[src/logic/lmon_pkg.sv]
// Package: constants, layouts and types of the two-channel linkage monitor
package lmon_pkg;

  // ---------------------------------------------------------------
  // Timing
  // ---------------------------------------------------------------
  localparam int unsigned CLK_PERIOD_NS = 10;
  localparam int unsigned SIMUL_WINDOW_US = 500000;
  localparam int unsigned SIMUL_CYC = SIMUL_WINDOW_US * 1000 / CLK_PERIOD_NS;
  localparam int unsigned LINK_EXTRA_MS = 20;
  localparam int unsigned LINK_EXTRA_CYC = LINK_EXTRA_MS * 1000000 / CLK_PERIOD_NS;
  localparam int unsigned DELAY_EXTRA_MS = 40;
  localparam int unsigned DELAY_EXTRA_CYC = DELAY_EXTRA_MS * 1000000 / CLK_PERIOD_NS;
  localparam int unsigned SIMUL_CNT_W = 26;

  // ---------------------------------------------------------------
  // Register port
  // ---------------------------------------------------------------
  localparam int unsigned ADDR_W = 8;
  localparam int unsigned DATA_W = 32;
  localparam logic [7:0] OFS_CTRL = 8'h00;
  localparam logic [7:0] OFS_DELAY = 8'h04;
  localparam logic [7:0] OFS_SIGMAP = 8'h08;
  localparam logic [7:0] OFS_STATUS = 8'h0C;
  localparam logic [7:0] OFS_MASK = 8'h10;
  localparam logic [7:0] OFS_STATE = 8'h14;

  // Control fields
  localparam int unsigned CTRL_W = 5;
  localparam int unsigned CTRL_LINK_EN = 0;
  localparam int unsigned CTRL_ELECTRONIC = 1;
  localparam int unsigned CTRL_TWO_FUNC = 2;
  localparam int unsigned CTRL_LINK_TO_B = 3;
  localparam int unsigned CTRL_DELAY_EN = 4;
  localparam logic [4:0] CTRL_RST = 5'h00;
  localparam logic [31:0] DELAY_RST = 32'h0000_0000;

  // Indication mapping: four outputs, three select bits each
  localparam int unsigned IND_N = 4;
  localparam int unsigned SEL_W = 3;
  localparam int unsigned SIGMAP_W = IND_N * SEL_W;
  localparam logic [11:0] SIGMAP_RST = 12'hFAC;
  localparam int unsigned SRC_PF_A = 0;
  localparam int unsigned SRC_PF_B = 1;
  localparam int unsigned SRC_WF = 2;
  localparam int unsigned SRC_FP_CHG = 3;
  localparam int unsigned SRC_DEV = 4;
  localparam int unsigned SRC_ERR = 5;
  localparam int unsigned SRC_WARN = 6;
  localparam int unsigned SRC_DIAG = 7;

  // Status / mask bits
  localparam int unsigned EV_W = 4;
  localparam int unsigned EV_LINK_OPEN = 0;
  localparam int unsigned EV_SIMUL_FAULT = 1;
  localparam int unsigned EV_A_OFF = 2;
  localparam int unsigned EV_B_OFF = 3;
  localparam logic [3:0] EV_RST = 4'h0;

  // State readback bits
  localparam int unsigned ST_OUT_A = 0;
  localparam int unsigned ST_OUT_B = 1;
  localparam int unsigned ST_CLOSED_OK = 2;
  localparam int unsigned ST_FAULT = 3;
  localparam int unsigned ST_CHAN_A = 4;
  localparam int unsigned ST_CHAN_B = 5;

  // ---------------------------------------------------------------
  // Types
  // ---------------------------------------------------------------
  typedef struct packed {
    logic a;
    logic b;
  } lmon_chan_t;

  typedef struct packed {
    logic wf_viol;
    logic fp_change;
    logic dev_func;
    logic err;
    logic warn;
    logic diag;
  } lmon_sig_t;

  typedef struct packed {
    logic [ADDR_W-1:0] addr;
    logic [DATA_W-1:0] wdata;
    logic wr;
    logic rd;
  } lmon_req_t;

  typedef enum logic [3:0] {
    SM_OPEN = 4'h1,
    SM_WAIT = 4'h2,
    SM_CLOSED = 4'h4,
    SM_FAULT = 4'h8
  } lmon_sm_t;

  typedef struct packed {
    lmon_sm_t sm;
    logic [SIMUL_CNT_W-1:0] cnt;
    logic ok;
    logic flt;
    logic flt_p;
  } lmon_simul_st_t;

  typedef struct packed {
    logic [CTRL_W-1:0] ctrl;
    logic [DATA_W-1:0] delay;
    logic [SIGMAP_W-1:0] sigmap;
    logic [EV_W-1:0] sts;
    logic [EV_W-1:0] mask;
    logic [DATA_W-1:0] dcnt;
    logic out_a;
    logic out_b;
    logic [IND_N-1:0] ind;
    logic irq;
    logic [DATA_W-1:0] rdata;
    logic prev_ok;
  } lmon_top_st_t;

endpackage

[src/logic/lmon_simul.sv]
// Simultaneity check of the two upstream linkage channels
`timescale 1ns/1ps
module lmon_simul #(
  parameter int unsigned WINDOW_CYC = lmon_pkg::SIMUL_CYC
) (
  input wire logic clk_i,
  input wire logic nrst_i,
  input wire logic ce_i,
  input wire lmon_pkg::lmon_chan_t chan_i,
  output logic closed_ok_o,
  output logic fault_o,
  output logic fault_pulse_o
);
  import lmon_pkg::*;

  localparam logic [SIMUL_CNT_W-1:0] WIN_M1 = SIMUL_CNT_W'(WINDOW_CYC - 1);

  lmon_simul_st_t st_reg;
  lmon_simul_st_t st_next;
  logic both_closed;
  logic both_open;

  assign both_closed = chan_i.a && chan_i.b;
  assign both_open = !chan_i.a && !chan_i.b;

  always_comb begin
    st_next = st_reg;
    st_next.flt_p = 1'b0;
    unique case (st_reg.sm)
      SM_OPEN: begin
        st_next.cnt = '0;
        if (both_closed) begin
          st_next.sm = SM_CLOSED;
        end else if (!both_open) begin
          st_next.sm = SM_WAIT;
        end
      end
      SM_WAIT: begin
        // Second channel must follow within the window
        if (both_closed) begin
          st_next.sm = SM_CLOSED;
        end else if (both_open) begin
          st_next.sm = SM_OPEN;
        end else if (st_reg.cnt == WIN_M1) begin
          st_next.sm = SM_FAULT;
          st_next.flt_p = 1'b1;
        end else begin
          st_next.cnt = st_reg.cnt + 1'b1;
        end
      end
      SM_CLOSED: begin
        if (!both_closed) begin
          st_next.sm = SM_OPEN;
        end
      end
      SM_FAULT: begin
        // Locked until both channels seen open again
        if (both_open) begin
          st_next.sm = SM_OPEN;
        end
      end
      default: begin
        st_next.sm = SM_FAULT;
      end
    endcase
    st_next.ok = (st_next.sm == SM_CLOSED);
    st_next.flt = (st_next.sm == SM_FAULT);
  end

  always_ff @(posedge clk_i) begin
    if (!nrst_i) begin
      st_reg <= '{sm: SM_OPEN, cnt: '0, ok: 1'b0, flt: 1'b0, flt_p: 1'b0};
    end else if (ce_i) begin
      st_reg <= st_next;
    end
  end

  assign closed_ok_o = st_reg.ok;
  assign fault_o = st_reg.flt;
  assign fault_pulse_o = st_reg.flt_p;
endmodule

[src/logic/lmon_top.sv]
// Two-channel linkage monitor with output pair control and indication mapping
//
// Functional notes
// - With linkage on, an open upstream circuit forces off the output pair of its assigned function; in single function mode, both pairs.
// - Linkage adds no more than 20 ms to the switch-off response.
// - With the safe time delay, linkage adds no more than 40 ms to the delayed switch-off.
// - Contact linkage lets outputs on only with field free and both contacts closed within 0.5 s.
// - Electronic linkage lets outputs on only with field free and both upstream outputs on within 0.5 s.
// - Channels failing to close within the window raise a fault indication.
// - Linkage acts only when enabled; disabled, the channels have no effect.
// - Linkage acts only on the output pair of its assigned protective function.
// - Indications exist for field violations, changeover, device, error, warning and diagnosis.
// - The source routed to each indication output is set by configuration.
// - With two functions, each pair follows only its own field and violation.
// - In single function mode the second pair may switch off delayed after the first.
`timescale 1ns/1ps
module lmon_top #(
  parameter int unsigned WINDOW_CYC = lmon_pkg::SIMUL_CYC
) (
  input wire logic clk_i,
  input wire logic nrst_i,
  input wire logic ce_i,
  input wire lmon_pkg::lmon_req_t req_i,
  input wire lmon_pkg::lmon_chan_t chan_i,
  input wire logic pf_free_a_i,
  input wire logic pf_free_b_i,
  input wire lmon_pkg::lmon_sig_t sig_i,
  output logic [lmon_pkg::DATA_W-1:0] rd_data_o,
  output logic out_pair_a_o,
  output logic second_output_pair_o,
  output logic [lmon_pkg::IND_N-1:0] ind_o,
  output logic link_fault_o,
  output logic irq_o
);
  import lmon_pkg::*;

  // ---------------------------------------------------------------
  // Helpers
  // ---------------------------------------------------------------
  function automatic logic pick_src(input logic [SIGMAP_W-1:0] map, input int unsigned idx,
                                    input logic [7:0] src);
    logic [SEL_W-1:0] sel;
    sel = map[idx*SEL_W +: SEL_W];
    return src[sel];
  endfunction

  function automatic logic hit(input lmon_req_t r, input logic [7:0] ofs);
    return r.addr == ofs;
  endfunction

  // ---------------------------------------------------------------
  // Simultaneity checker
  // ---------------------------------------------------------------
  logic closed_ok;
  logic simul_fault;
  logic simul_fault_p;
  logic fault_reg;

  lmon_simul #(.WINDOW_CYC(WINDOW_CYC)) u_simul (
    .clk_i(clk_i),
    .nrst_i(nrst_i),
    .ce_i(ce_i),
    .chan_i(chan_i),
    .closed_ok_o(closed_ok),
    .fault_o(simul_fault),
    .fault_pulse_o(simul_fault_p)
  );

  // ---------------------------------------------------------------
  // State
  // ---------------------------------------------------------------
  lmon_top_st_t st_reg;
  lmon_top_st_t st_next;
  logic link_en;
  logic link_ok;
  logic two_func;
  logic delay_mode;
  logic want_a;
  logic want_b;
  logic a_on;
  logic [EV_W-1:0] ev;
  logic [EV_W-1:0] w1c;
  logic [7:0] src;
  logic [DATA_W-1:0] state_word;

  assign link_en = st_reg.ctrl[CTRL_LINK_EN];
  assign two_func = st_reg.ctrl[CTRL_TWO_FUNC];
  assign delay_mode = !two_func && st_reg.ctrl[CTRL_DELAY_EN];
  assign link_ok = !link_en || closed_ok;

  always_comb begin
    st_next = st_reg;
    want_a = pf_free_a_i;
    want_b = pf_free_b_i;
    a_on = 1'b0;
    ev = '0;
    w1c = '0;
    src = '0;
    state_word = '0;

    // Linkage routed to the assigned function only
    if (two_func && st_reg.ctrl[CTRL_LINK_TO_B]) begin
      want_b = pf_free_b_i && link_ok;
    end else begin
      want_a = pf_free_a_i && link_ok;
    end

    // Pair A; restart held off while a delayed switch-off runs
    a_on = want_a && !(delay_mode && st_reg.dcnt != '0);
    st_next.out_a = a_on;

    // Pair B
    if (two_func) begin
      st_next.out_b = want_b;
      st_next.dcnt = '0;
    end else if (delay_mode) begin
      if (st_reg.out_a && !a_on) begin
        st_next.dcnt = st_reg.delay;
      end else if (st_reg.dcnt != '0) begin
        st_next.dcnt = st_reg.dcnt - 1'b1;
      end
      st_next.out_b = a_on || (st_reg.out_b && st_next.dcnt != '0);
    end else begin
      st_next.out_b = a_on;
      st_next.dcnt = '0;
    end

    // Indication sources and mapping
    src[SRC_PF_A] = !pf_free_a_i;
    src[SRC_PF_B] = !pf_free_b_i;
    src[SRC_WF] = sig_i.wf_viol;
    src[SRC_FP_CHG] = sig_i.fp_change;
    src[SRC_DEV] = sig_i.dev_func;
    src[SRC_ERR] = sig_i.err || (link_en && simul_fault);
    src[SRC_WARN] = sig_i.warn;
    src[SRC_DIAG] = sig_i.diag;
    for (int i = 0; i < IND_N; i++) begin
      st_next.ind[i] = pick_src(st_reg.sigmap, i, src);
    end

    // Events
    st_next.prev_ok = link_ok;
    ev[EV_LINK_OPEN] = st_reg.prev_ok && !link_ok;
    ev[EV_SIMUL_FAULT] = link_en && simul_fault_p;
    ev[EV_A_OFF] = st_reg.out_a && !st_next.out_a;
    ev[EV_B_OFF] = st_reg.out_b && !st_next.out_b;

    // Register writes
    if (req_i.wr) begin
      if (hit(req_i, OFS_CTRL)) begin
        st_next.ctrl = req_i.wdata[CTRL_W-1:0];
      end
      if (hit(req_i, OFS_DELAY)) begin
        st_next.delay = req_i.wdata;
      end
      if (hit(req_i, OFS_SIGMAP)) begin
        st_next.sigmap = req_i.wdata[SIGMAP_W-1:0];
      end
      if (hit(req_i, OFS_STATUS)) begin
        w1c = req_i.wdata[EV_W-1:0];
      end
      if (hit(req_i, OFS_MASK)) begin
        st_next.mask = req_i.wdata[EV_W-1:0];
      end
    end
    // Set wins over clear
    st_next.sts = (st_reg.sts & ~w1c) | ev;
    st_next.irq = |(st_next.sts & st_next.mask);

    // Register reads
    state_word[ST_OUT_A] = st_reg.out_a;
    state_word[ST_OUT_B] = st_reg.out_b;
    state_word[ST_CLOSED_OK] = closed_ok;
    state_word[ST_FAULT] = simul_fault;
    state_word[ST_CHAN_A] = chan_i.a;
    state_word[ST_CHAN_B] = chan_i.b;
    st_next.rdata = '0;
    if (req_i.rd) begin
      unique case (req_i.addr)
        OFS_CTRL: st_next.rdata = DATA_W'(st_reg.ctrl);
        OFS_DELAY: st_next.rdata = st_reg.delay;
        OFS_SIGMAP: st_next.rdata = DATA_W'(st_reg.sigmap);
        OFS_STATUS: st_next.rdata = DATA_W'(st_reg.sts);
        OFS_MASK: st_next.rdata = DATA_W'(st_reg.mask);
        OFS_STATE: st_next.rdata = state_word;
        default: st_next.rdata = '0;
      endcase
    end
  end

  always_ff @(posedge clk_i) begin
    if (!nrst_i) begin
      st_reg <= '{ctrl: CTRL_RST, delay: DELAY_RST, sigmap: SIGMAP_RST, sts: EV_RST, mask: EV_RST,
                  dcnt: '0, out_a: 1'b0, out_b: 1'b0, ind: '0, irq: 1'b0, rdata: '0, prev_ok: 1'b1};
      fault_reg <= 1'b0;
    end else if (ce_i) begin
      st_reg <= st_next;
      fault_reg <= link_en && simul_fault;
    end
  end

  assign rd_data_o = st_reg.rdata;
  assign out_pair_a_o = st_reg.out_a;
  assign second_output_pair_o = st_reg.out_b;
  assign ind_o = st_reg.ind;
  assign link_fault_o = fault_reg;
  assign irq_o = st_reg.irq;

  // Cycles pair B has stayed on after pair A went off
  logic [DATA_W-1:0] b_lag;
  always_ff @(posedge clk_i) begin
    if (!nrst_i || !ce_i || !delay_mode || out_pair_a_o || !second_output_pair_o) begin
      b_lag <= '0;
    end else begin
      b_lag <= b_lag + 1'b1;
    end
  end
endmodule

[config.mk]
export PLATFORM = sky130hd
export DESIGN_NAME = lmon_top
export DESIGN_NICKNAME = d
export VERILOG_FILES = /design/src/logic/lmon_pkg.sv /design/src/logic/lmon_simul.sv /design/src/logic/lmon_top.sv
export SDC_FILE = /design/constraint.sdc
export NUM_CORES = 1
export LEC_CHECK = 0
export BUFFER_PORTS_ARGS = -buffer_cell sky130_fd_sc_hd__clkbuf_2
export CAP_MARGIN = 10
export CELL_PAD_IN_SITES_DETAIL_PLACEMENT = 1
export CELL_PAD_IN_SITES_GLOBAL_PLACEMENT = 2
export CORE_MARGIN = 5
export CORE_UTILIZATION = 36
export CTS_CLUSTER_DIAMETER = 100
export DETAILED_ROUTE_END_ITERATION = 10
export PLACE_DENSITY = 0.85
export REMOVE_ABC_BUFFERS = 1
export SLEW_MARGIN = 20
export SYNTH_ARGS = -nofsm -noshare
export SYNTH_HDL_FRONTEND = slang
export SYNTH_HIERARCHICAL = 1
export SYNTH_SLANG_ARGS = --single-unit
[constraint.sdc]
create_clock -name clk_i -period 3.6 [get_ports clk_i]
set_input_delay 0.54 -clock clk_i [delete_from_list [all_inputs] [get_ports clk_i]]
set_output_delay 0.54 -clock clk_i [all_outputs]
set_load 0.05 [all_outputs]
## Yosys cells after proc, flatten, opt, wreduce, memory -nomap -nowiden

Index checks and enable logic that the tools add are counted.

| storage, ports and cells | value |
|---|---|
| output and inout port bits | 40 |
| bits of input ports | 55 |
| register bits | 163 |
| logic and storage cells | 119 |

| operators by class | value |
|---|---|
| multiplexer cells | 40 |
| order comparisons | 4 |
| eq/ne operators | 15 |
| bitwise gates (word level) | 4 |
| $add $sub $neg | 2 |
| reductions and logical operators | 36 |

Operator list:

| operator | number |
|---|---|
| $mux W32 | 7 |
| $pmux W32 S6 | 1 |
| $mux W26 | 3 |
| $reduce_bool A32 Y1 | 2 |
| $pmux W26 S2 | 1 |
| $mux W4 | 11 |
| $sub A32 B1 Y32 const B | 1 |
| $add A26 B1 Y26 const B | 1 |
| $eq A26 B26 Y1 const B | 1 |
| $eq A8 B4 Y1 const B | 2 |
| $eq A8 B5 Y1 const B | 2 |
| $lt A3 B4 Y1 const B | 4 |
| $pmux W4 S4 | 1 |
| $logic_and A1 B1 Y1 | 14 |
| $bmux W1 S3 | 4 |
| $mux W1 | 12 |
| $logic_not A1 Y1 | 10 |
| $reduce_and A3 Y1 | 3 |
| $and A4 B4 Y4 | 2 |
| $eq A4 B3 Y1 const B | 2 |
| $eq A4 B4 Y1 const B | 2 |
| $eq A8 B3 Y1 const B | 1 |
| $logic_not A8 Y1 | 1 |
| $ne A2 B2 Y1 const B | 3 |
| other kinds (8) | 10 |

## Longest topological paths before layout

Gate-level depths: netlist of the first run.

| depth | value |
|---|---|
| word-level depth | 20 |
| depth in mapped cells | 13 |
| mapped depth without buffers | 11 |

## By module

The synthesis of the first run kept the hierarchy.

By module, submodules not included:

| module | cells each | area an instance (µm²) | times used |
|---|---|---|---|
| lmon_top | 965 | 7608.5 | 1 |
| lmon_simul | 237 | 1969.4 | 1 |

## Worst setup path after synthesis of the first run

Ideal clock, no wire load.

| timing path | value |
|---|---|
| kind | reg-to-reg |
| from | register st_reg[40] (netlist name) |
| to | register st_reg, in the netlist second_output_pair_o |
| library setup time | 116 ps |
| period minus slack after synthesis | 3274 ps |
| cell stages (with the launch flop) | 13 |
| arrival | 3157 ps |
| path slack | 326 ps |
| cells stage by stage | dfxtp_1 inv_1 ha_1 or3b_2 clkbuf_1 or4_4 nor4_4 xnor2_1 nor4_2 o22ai_1 a2111oi_2 nand2_1 a41o_1 |

| on the way | value |
|---|---|
| longest elaborated chain between the ends | 14 |
| elaborated cells on any way between the ends | 16 |
| classes of those cells | 1 x add/sub; 6 x mux; 9 x reduce/logical |

Ends and longest elaborated chain:

| element | RTL line | text |
|---|---|---|
| start: declaration | lmon_top.sv:72 | `lmon_top_st_t st_reg;` |
| start signal: assignment | lmon_top.sv:193 | `st_reg <= '{ctrl: CTRL_RST, delay: DELAY_RST, sigmap: SIGMAP_RST, sts: EV_RST, mask: EV_RST,` |
| start signal: assignment | lmon_top.sv:197 | `st_reg <= st_next;` |
| parallel branches: the longest is 12 deep, another holds $sub A32 B1 Y32 | - |  |
| $mux W1 (*) | lmon_top.sv:116 | `end else if (delay_mode) begin` |
| $mux W1 (*) | lmon_top.sv:113 | `if (two_func) begin` |

Every way passes the cells marked *. The select of a mux whose other input is x is not followed.
A chain may end at the register's enable or synchronous reset.

## Worst setup path after layout of the first run

| timing path | value |
|---|---|
| from | register st_reg[41] (netlist name) |
| to | register st_reg, in the netlist second_output_pair_o |

Same word-level chain as after synthesis.

==> results of run 1 <==
==> cells by family after synthesis <==
| logic type | after synthesis | share of synthesized area |
|---|---|---|
| AOI/OAI and AO/OA | 291 | 0.2091 |
| xor gates and xnor gates | 15 | 0.01450 |
| adders and majority gates | 3 | 0.003919 |
| buffers and inverters | 159 | 0.08230 |
| DFF | 163 | 0.3407 |
| muxes | 46 | 0.05892 |
| and+or+nand+nor | 525 | 0.2905 |
==> power by group through the flow <==
stage,Sequential [mW],Clock (mW),Combinational [mW]
3_5_place_dp,1.87,0,0.302
2_1_floorplan,1.89,0,0.119
6_report,1.83,1.76,0.303
5_1_grt,1.83,1.87,0.329
3_3_place_gp,1.87,0,0.299
4_1_cts,1.83,1.79,0.305
==> final cells by class <==
type	instances	area, µm²
flip-flops and latches	163	3263
clock inverters	13	101.3
clock buffers	19	442.9
fillers	3194	15070
inverters	44	165.2
multi-input cells	880	5608
repair buffers	169	1067
well taps	335	419.2
==> path summary, 6_finish.rpt <==
| path | from | to | slack, ps | cells after the start |
|---|---|---|---|---|
| hold reg to reg | u_simul/st_reg[14]$_SDFFE_PN0P_ | u_simul/st_reg[14]$_SDFFE_PN0P_ | 490 | 2 |
| hold / removal | req_i[33] | st_reg[123]$_SDFFE_PN0P_ | 340 | 3 |
| setup reg to reg | st_reg[41]$_SDFFE_PN0P_ | second_output_pair_o$_SDFFE_PN0P_ | 150 | 13 |
| setup / recovery | st_reg[41]$_SDFFE_PN0P_ | second_output_pair_o$_SDFFE_PN0P_ | 150 | 13 |
==> synth_stat cells (4+ instances only) <==
library cell	instances	share of area
nand2_1	177	0.069
dfxtp_1	163	0.34
nor2b_1	68	0.044
a21oi_1	57	0.030
nor2_1	57	0.022
clkbuf_1	55	0.022
inv_1	43	0.017
nand3_1	39	0.020
and2_1	38	0.025
buf_4	38	0.030
a21boi_0	37	0.029
o21ai_0	37	0.019
mux2i_1	35	0.037
o22ai_1	34	0.022
nor4_1	27	0.018
nor3_1	26	0.014
o31ai_1	17	0.013
buf_2	14	0.0073
o211ai_1	14	0.011
nand4_1	13	0.0085
or4_1	13	0.010
a22oi_1	11	0.0086
o21a_1	11	0.0086
xnor2_1	11	0.010
or3_1	10	0.0065
nand2b_1	9	0.0059
and3_1	8	0.0052
mux4_2	8	0.019
a211oi_1	7	0.0055
and4_1	7	0.0064
o32ai_1	7	0.0064
a22o_1	6	0.0055
a32oi_1	6	0.0055
o211a_1	6	0.0063
o31a_1	6	0.0055
or2_2	6	0.0039
a2111o_1	5	0.0059
a31oi_1	4	0.0026
buf_6	4	0.0047
nor4_2	4	0.0052
o2111ai_1	4	0.0037
==> critical path: stages (launching register included) <==
cell and delay [ps]:
dfxtp_1 370, inv_1 120, ha_1 190, nor4b_2 250, nand4_1 250, buf_4 240, nor2_1 470, nor2_1 120
a311oi_1 380, o211ai_1 200, a2111oi_2 240, buf_4 180, nand2_1 80, a41o_1 260
==> layer usage <==
| layer | up-vias | routed length [µm] | GRT usage |
|---|---|---|---|
| met2 | 212 | 16180 | 0.3737 |
| li1 | 4435 | - | - |
| met1 | 4613 | 15030 | 0.2900 |
| met5 | - | 0 | 0 |
| met4 | 0 | 559 | 0.05155 |
| met3 | 38 | 1525 | 0.03188 |
==> what timing repair did <==
action	CTS	global route
gates resized for setup	1	11
setup endpoints to repair	1	4
pin swaps	0	3
buffers inserted	0	1
hold buffers	0	0
==> placed cells by master, fill, tap and decap left out, types with 9 or more instances in the layout <==
master / count
inv_1: 43
dfxtp_1: 163
mux2i_1: 35
nand2_1: 176
nor2b_1: 68
o31ai_1: 14
or3_1: 10
o22ai_1: 34
nand2b_1: 9
o211ai_1: 14
buf_4: 74
clkbuf_2: 92
nand3_1: 39
a22oi_1: 11
o21ai_0: 37
nand4_1: 13
a21boi_0: 37
a21oi_1: 57
or4_1: 13
and2_1: 38
nor2_1: 56
o21a_1: 11
nor3_1: 23
nor4_1: 25
xnor2_1: 11
clkbuf_16: 17
==> per-stage QoR <==
step / power (mW) / utilization / hold slack [ps] / instances
after global routing: 4.033 / 0.4235 / 335.4 / 1623
final: 3.900 / 0.4235 / 336.8 / 1623
after global placement: 2.172 / 0.3998 / 459.6 / 1590
after floorplan: 2.004 / - / 442.6 / 1087
after detailed placement: 2.176 / 0.3998 / 477.4 / 1590
after CTS: 3.932 / 0.4209 / 329.4 / 1622
==> key figures, run 1 <==
Clock tree
  – H-Tree Depth: 4
  – CTS tree: done
  – CTS sink cnt: ~160
  – Skew-Pair Late Insertion Delay: between 400 and 500 ps
  – Worst-path clk slew: ~70 ps
  – CTS max path bufs: 2
  – Root buffer cell: clkbuf_16
  – Num CTS Buffers: 17

Power and ir drop
  – Sw frac: 0.2724
  – Power share of the clock group: 0.452
  – Sequential share of power: 0.470
  – Lkg Pwr: approximately 4.3 nW
  – Switching pwr: about 1.1 mW
  – Internal Power: 2.838 mW
  – Max VDD drop: 0.2242 mV
  – Pwr Density: between 300 and 400 nW/µm²
  – Comb pwr share: 0.078

Global route
  – Total grt overflow: 0
  – Vias in the first global route: around 9500
  – First-pass GRT wire length: ~53000 µm
  – Largest net degree at the start of global routing: between 100 and 150
  – Initial antenna violation count: 0
  – GRT Total Usage: 0.2178

Timing
  – Worst slew margin: 0.5192
  – PnR worst setup slack: 153.1 ps
  – Final Setup Violations: 0
  – Final worst path period share: 0.9575
  – Clock Skew: 18.19 ps
  – Final setup TNS: 0 ps
  – Crit path time final: roughly 3400 ps
  – Slew @ Worst Pin: ~700 ps
  – Final Hold Fails: 0
  – Final Max Slew Viols: 0
  – Highest clock rate: between 200 and 300 MHz

Final layout
  – NumNets Final: around 1300
  – Layout cells sized above 1: 0.1918
  – ANT cells: 0
  – Post-route cell area: around 11000 µm²
  – Largest register FFs: between 80 and 90
  – Syn-to-layout area delta: 15.55%

Synth
  – Synth Register Bits: between 150 and 200
  – Mean Syn Cell Area: 7.968 µm²
  – Post-synthesis sequential area ratio: 0.3407
  – EDFF count, synth: 0
  – Number of library cell types mapped by synthesis: 80
  – Syn. warnings: 6
  – Most used DFF post-synth: dfxtp_1
  – Asr flop ratio synth: 0
  – Post-synthesis instance total: about 1200
  – Synthesized cell area: between 9000 and 10000 µm²

Placed design
  – DPL Wire Length: ~24000 µm
  – GP Congestion: a little over 0.9
  – Post-place setup slack: -17.77 ps
  – PortBufs: 94
  – DP Area: ~10000 µm²

Floorplanning
  – Die area: 29970 µm²
  – Initial Utilization: 0.3665
  – # rows: 59
  – Die width: roughly 170 µm
  – CORE AREA: 26130 µm²
  – Die H: between 150 and 200 µm
  – I/O pins: 95

Critical path
  – Crit path max fanout: 6
  – Crit Path Class: flop to flop
  – CP required: 3930 ps
  – WP data arrival: around 3800 ps
  – Startpoint Class: flop
  – Worst Setup End Kind: flop

Run status
  – Status: completed

Routing
  – DRT iter0 DRCs: around 580
  – DR vias/cell: ~5.7
  – Remaining antenna violation count: 0
  – Final wirelength: around 33000 µm
  – Remaining DRCs: 0
  – WL per Instance: slightly above 20 µm
  – DR pass1 iterations: 5
  – Vias post-DR: around 9300

Min path
  – Worst hold path type: input port to flop

Flow run
  – Max Cap Viol: 0
Power figures use the tool's default switching activity.
==> run 2: changes to the inputs <==
- RECOVER_POWER: not set -> 50
- clock period: 3.6 -> 3.9 ns (I/O delays scaled with it)
==> run 2 against run 1 <==
Effect of this change: global-route usage shrank 0.54 points; clock power shrank 4%; clock-buffer cell count shrank 1; core utilization shrank 1.3 points; maximum frequency shrank 5.0%; clock skew shrank 2.8 ps; total power shrank 6.6%; largest power group unchanged.
==> key figures, run 2 (synthesized netlist as in run 1, its figures left out) <==
Power and ir drop
  – Internal Power: about 2.7 mW
  – Max VDD drop: about 0.25 mV
  – Pwr Density: 339.7 nW/µm²
  – Sw frac: 0.2644
  – Power share of the clock group: 0.464
  – Switching pwr: just under 1 mW
  – Lkg Pwr: 3.965 nW
  – Sequential share of power: 0.464
  – Comb pwr share: 0.072

Critical path
  – Reg2Reg Launch Point: st_reg[40]$_SDFFE_PN0P_
  – CP max stage cell: or3b_2
  – Worst Setup End Kind: flop
  – Cells along the critical path: inv_1 -> ha_2 -> or3b_2 -> or4_4 -> nor4_4 -> xnor2_1 -> nor4_2 -> o22ai_1 -> a2111oi_2 -> nand2_1 -> a41o_1
  – CP required: around 4200 ps
  – Worst R2R Setup Slack: roughly 270 ps
  – Reg2Reg Depth: 11
  – Crit path max fanout: 8
  – WP data arrival: 3960 ps
  – CP bufs+invs: 1
  – Slowest cell delay on critical path: between 500 and 600 ps
  – Top Family by Delay on Critical Path: simple AND/OR/NAND/NOR gates
  – R2r endpoint: second_output_pair_o$_SDFFE_PN0P_
  – Crit Path Class: flop to flop
  – Startpoint Class: flop

Floorplanning
  – Die width: 173.1 µm
  – I/O pins: between 90 and 100
  – Die area: 29970 µm²
  – # rows: 59
  – CORE AREA: between 20000 and 30000 µm²
  – Die H: 173.1 µm
  – Initial Utilization: 0.3665

Flow run
  – Max Cap Viol: 0

Run status
  – Status: completed

Timing
  – RSZ-0062 raised after global routing: no
  – Final setup TNS: 0 ps
  – Final Hold Fails: 0
  – Highest clock rate: 275.6 MHz
  – Slew @ Worst Pin: between 1000 and 1500 ps
  – Clock Skew: around 15 ps
  – Crit path time final: 3628 ps
  – PnR worst setup slack: roughly 270 ps
  – Worst slew margin: 0.1623
  – Final Max Slew Viols: 0
  – Final Setup Violations: 0
  – Final worst path period share: 0.9302

Clock tree
  – Post-CTS sizing: 0
  – Root buffer cell: clkbuf_16
  – H-Tree Depth: 4
  – Hold_buf cts: 0
  – CTS tree: done
  – Worst-path clk slew: ~80 ps
  – Num CTS Buffers: 17
  – Skew-Pair Late Insertion Delay: 440 ps
  – CTS max path bufs: 2
  – CTS sink cnt: between 150 and 200
  – Setup Fix Bufs, Post-CTS: 0

Routing
  – Remaining DRCs: 0
  – DR vias/cell: 5.758
  – Vias post-DR: 9196
  – Remaining antenna violation count: 0
  – WL per Instance: 20.41 µm
  – DRT iter0 DRCs: 643
  – DR pass1 iterations: 5
  – Final wirelength: ~33000 µm

Placed design
  – Placed insts: between 1500 and 2000
  – DPL Wire Length: between 20000 and 25000 µm
  – GP Congestion: just under 1
  – Post-place setup slack: ~230 ps
  – PortBufs: 94

Global route
  – GRT Total Usage: 0.2124
  – Total grt overflow: 0
  – First-pass GRT wire length: 52030 µm
  – Largest net degree at the start of global routing: 74
  – Initial antenna violation count: 0
  – Vias in the first global route: approximately 9300

Final layout
  – Syn-to-layout area delta: 11.95%
  – Largest register FFs: 89
  – Layout cells sized above 1: 0.1307
  – Most common library cell in the layout ignoring fill and taps: nand2_1
  – ANT cells: 0
  – Most frequent cells in the layout: 177 x nand2_1, 163 x dfxtp_1, 68 x nor2b_1
  – NumNets Final: 1307
  – Final Instance Count excl. Fillers: about 1600

Min path
  – Hold Path Cell Cnt: 3
  – Hold path startpoint: req_i[21]
  – Worst Hold End: st_reg[111]$_SDFFE_PN0P_
  – Worst hold path type: input port to flop
==> run 2: cell types whose count changed in the layout (fill, tap and decap cells not counted), sizes merged <==
cell / change
buf: -34
clkbuf: +7
clkinv: -2
inv: +2
bufinv: +1
==> run 2: worst max path at each step <==
stage | from | to | depth (start not counted)
after CTS | st_reg[40]$_SDFFE_PN0P_ | second_output_pair_o$_SDFFE_PN0P_ | 12
after floorplan | st_reg[40]$_SDFFE_PN0P_ | second_output_pair_o$_SDFFE_PN0P_ | 11
after detailed placement | st_reg[40]$_SDFFE_PN0P_ | second_output_pair_o$_SDFFE_PN0P_ | 11
final | st_reg[40]$_SDFFE_PN0P_ | second_output_pair_o$_SDFFE_PN0P_ | 11
after global routing | st_reg[40]$_SDFFE_PN0P_ | second_output_pair_o$_SDFFE_PN0P_ | 11
after global placement | st_reg[40]$_SDFFE_PN0P_ | second_output_pair_o$_SDFFE_PN0P_ | 11
==> run 2: area by class of cell <==
cell class,instances,area (µm²)
multi-input cells,880,5533
inverters,44,165.2
fillers,3270,15410
clock buffers,18,439.2
clock inverters,14,141.4
repair buffers,143,762.0
flip-flops and latches,163,3263
well taps,335,419.2
==> run 2: through the flow <==
stage	power (mW)	util	hold slack, ps	instance area (µm²)
floorplan	1.850	-	442.6	8955
global placement	1.997	0.3917	461.6	10230
detailed placement	1.999	0.3917	470.7	10230
CTS	3.696	0.4139	376.1	10820
global route	3.775	0.4103	394.0	10720
finish	3.642	0.4103	383.6	10720
==> run 2: worst register-to-register path: stages, from the launching register on <==
cell and delay [ps]:
dfxtp_1 370, inv_1 130, ha_2 260, or3b_2 540, or4_4 490, nor4_4 300
xnor2_1 130, nor4_2 240, o22ai_1 160, a2111oi_2 500, nand2_1 160, a41o_1 260
==> run 2: per-layer routing <==
metal | up-vias | track usage | wire (µm)
li1 | 4388 | - | -
met1 | 4538 | 0.2765 | 14650
met2 | 223 | 0.3628 | 15840
met3 | 47 | 0.03384 | 1340
met4 | 0 | 0.06485 | 757
met5 | - | 0 | 0
==> run 2: power by group through the flow <==
stage          Sequential, mW  Clock [mW]  Combinational [mW]
2_1_floorplan            1.74           0               0.110
3_3_place_gp             1.73           0               0.268
3_5_place_dp             1.73           0               0.270
4_1_cts                  1.69        1.74               0.271
5_1_grt                  1.69        1.80               0.285
6_report                 1.69        1.69               0.263
==> run 3: changes to the inputs <==
- ABC_AREA: not set -> 1
- CORE_UTILIZATION: 36 -> 32
- PLACE_DENSITY: 0.85 -> 0.83
==> run 3 against run 2 <==
Effect of this change: the flow now finishes with violations (capacitance limit, slew limit); critical path depth is 4 higher; register-to-register slack better by 390 ps; wire length down 3.2%; die area rose by 12%; clock-buffer cell count down 1; area after synthesis about the same; via count increased by 5.3%; design area is 1.3% lower; combinational power is 11% higher; sequential share of layout area increased by 0.41 points; synthesized cell count rose by 26%; critical endpoint is now irq_o$_SDFFE_PN0P_; largest cell class unchanged; largest power group is now the clock network.
==> key figures, run 3 <==
Floorplanning
  – Die area: around 33000 µm²
  – # rows: 63
  – Initial Utilization: 0.3237
  – Die H: about 180 µm
  – CORE AREA: roughly 30000 µm²
  – Die width: about 180 µm
  – I/O pins: 95

Final layout
  – Most frequent cells in the layout: 453 x nand2_1, 206 x nor2_1, 163 x dfxtp_1
  – Largest register FFs: 89
  – ANT cells: 0
  – Most common library cell in the layout ignoring fill and taps: nand2_1
  – Layout cells sized above 1: 0.09518
  – Syn-to-layout area delta: 10.58%
  – Post-route cell area: about 11000 µm²
  – NumNets Final: 1600

Synth
  – Asr flop ratio synth: 0
  – Synth Register Bits: around 160
  – Synthesized cell area: roughly 9600 µm²
  – Simple-gate portion of the synthesized area: 0.3590
  – Multiplexer share of the synthesized area: 0
  – Post-synthesis instance total: ~1500
  – Most used DFF post-synth: dfxtp_1
  – Synthesized-area fraction occupied by adder cells: 0.003923
  – Yosys top cell by area: dfxtp_1
  – Synth top area share: 0.3410
  – Syn. warnings: 6
  – Post-synthesis xor/xnor area fraction: 0.02471
  – Most frequent cell after synthesis: nand2_1
  – Synth area leaders: dfxtp_1 34%, nand2_1 18%, nor2_1 8.0%
  – Most instantiated cells after synthesis: 453 x nand2_1, 205 x nor2_1, 163 x dfxtp_1
  – EDFF count, synth: 0
  – Number of library cell types mapped by synthesis: 50
  – Post-synthesis sequential area ratio: 0.3410
  – Main combinational cell family by area after synthesis: simple AND/OR/NAND/NOR gates
  – Compound-gate portion of the synthesized area: 0.1617
  – Mean Syn Cell Area: 6.333 µm²

Routing
  – DR vias/cell: about 5.0
  – DRT iter0 DRCs: about 530
  – DR pass1 iterations: 5
  – WL per Instance: 16.21 µm
  – Remaining DRCs: 0
  – Final wirelength: 31530 µm
  – Remaining antenna violation count: 0
  – Vias post-DR: roughly 9700

Clock tree
  – Hold_buf cts: 0
  – Root buffer cell: clkbuf_16
  – H-Tree Depth: 4
  – Post-CTS sizing: 0
  – Skew-Pair Late Insertion Delay: approximately 440 ps
  – Num CTS Buffers: 17
  – Worst-path clk slew: 70 ps
  – CTS sink cnt: about 160
  – CTS tree: done
  – Setup Fix Bufs, Post-CTS: 0
  – CTS max path bufs: 2

Timing
  – Highest clock rate: around 300 MHz
  – PnR worst setup slack: ~660 ps
  – Worst slew margin: -0.1393
  – Slew @ Worst Pin: ~1700 ps
  – Final worst path period share: 0.8301
  – Hold WS: approximately 380 ps
  – Final setup TNS: 0 ps
  – Final Setup Violations: 0
  – RSZ-0062 raised after global routing: no
  – Crit path time final: between 3000 and 4000 ps
  – Final Hold Fails: 0
  – Final Max Slew Viols: between 60 and 70
  – Clock Skew: between 10 and 15 ps

Critical path
  – Cells along the critical path: clkbuf_1 -> nand3_1 -> nand2_1 -> nand2_1 -> nor2_1 -> nand2_1 -> nor2_1 -> nand2_1 -> nand2_1 -> nand2_1 -> nand2_1 -> nand2_1 -> nand2_1 -> nand2_1 -> a21oi_2
  – Crit Path Class: flop to flop
  – Worst Setup End Kind: flop
  – CP required: between 4000 and 5000 ps
  – CP max stage cell: clkbuf_1
  – Slowest cell delay on critical path: between 1000 and 1500 ps
  – Reg2Reg Depth: 15
  – Crit path max fanout: 31
  – Top cell by count, worst path: nand2_1
  – WP data arrival: 3600 ps
  – Startpoint Class: flop

Placed design
  – Post-place setup slack: between 500 and 600 ps
  – DPL Wire Length: between 20000 and 25000 µm
  – PortBufs: 94
  – DP Area: 10050 µm²
  – GP Congestion: about 0.9

Power and ir drop
  – Pwr Density: 355.2 nW/µm²
  – Lkg Pwr: approximately 4.3 nW
  – Tot Pwr: between 3 and 4 mW
  – Max VDD drop: 0.2713 mV

Flow run
  – Max Cap Viol: 2

Global route
  – Largest net degree at the start of global routing: between 60 and 70
  – First-pass GRT wire length: between 50000 and 60000 µm
  – Total grt overflow: 0
  – Initial antenna violation count: 0
  – GRT Total Usage: 0.1886
  – Vias in the first global route: ~10000

Run status
  – Status: finished with violations
  – Failing checks: capacitance limit, slew limit

Min path
  – Worst hold path type: input port to flop
  – Hold Path Cell Cnt: 3
-- run 3: cell count changes after synthesis, moves of 68 or more --
cell / delta
nor2_1: +148
nand3_1: +81
nand2_1: +276
nor2b_1: -68
a21oi_1: +73
inv_1: +72
-- run 3: cells by family after synthesis --
group / Yosys count
AND/OR/NAND/NOR: 829
AO/OA/AOI/OAI: 270
buffers and inverters: 219
flip-flops: 163
XOR/XNOR: 27
adder cells (fa/ha/maj): 3
-- run 3: power by group --
group / internal, mW / switching [mW]
combinational: 0.0748 / 0.218
sequential: 1.68 / 0.0138
clock: 0.965 / 0.807
-- run 3: cell type report --
type / instances / area, µm²
fillers: 3892 / 18980
clock inverters: 15 / 175.2
well taps: 390 / 488.0
flip-flops and latches: 163 / 3263
repair buffers: 109 / 521.8
clock buffers: 17 / 425.4
multi-input cells: 1129 / 5250
inverters: 122 / 457.9
-- run 3: critical path: cells and delay by family (launching register included) --
family | cells | cell delay (ps)
and+or+nand+nor | 13 | 1440
buffers and inverters | 1 | 1210
DFF | 1 | 390
AOI/OAI and AO/OA | 1 | 130
-- run 3: metal layers --
| metal | vias up | GRT usage | share of wire |
|---|---|---|---|
| met5 | - | 0 | 0 |
| met2 | 161 | 0.3025 | 0.45 |
| met3 | 26 | 0.03332 | 0.034 |
| met1 | 4586 | 0.2679 | 0.51 |
| met4 | 0 | 0.03754 | 0.011 |
| li1 | 4910 | - | - |
-- run 3: worst paths after layout --
check / startpoint / to / slack, ps
hold reg to reg: rd_data_o[24]$_SDFFE_PN0P_ / rd_data_o[24]$_SDFFE_PN0P_ / 470
setup / recovery: out_pair_a_o$_SDFFE_PN0P_ / irq_o$_SDFFE_PN0P_ / 660
setup reg to reg: out_pair_a_o$_SDFFE_PN0P_ / irq_o$_SDFFE_PN0P_ / 660
hold / removal: req_i[28] / st_reg[118]$_SDFFE_PN0P_ / 380
-- run 3: metrics by stage --
step,instances,util
2_1_floorplan,1414,-
3_3_place_gp,1913,0.3401
3_5_place_dp,1913,0.3401
4_1_cts,1945,0.3604
5_1_grt,1945,0.3580
6_report,1945,0.3580
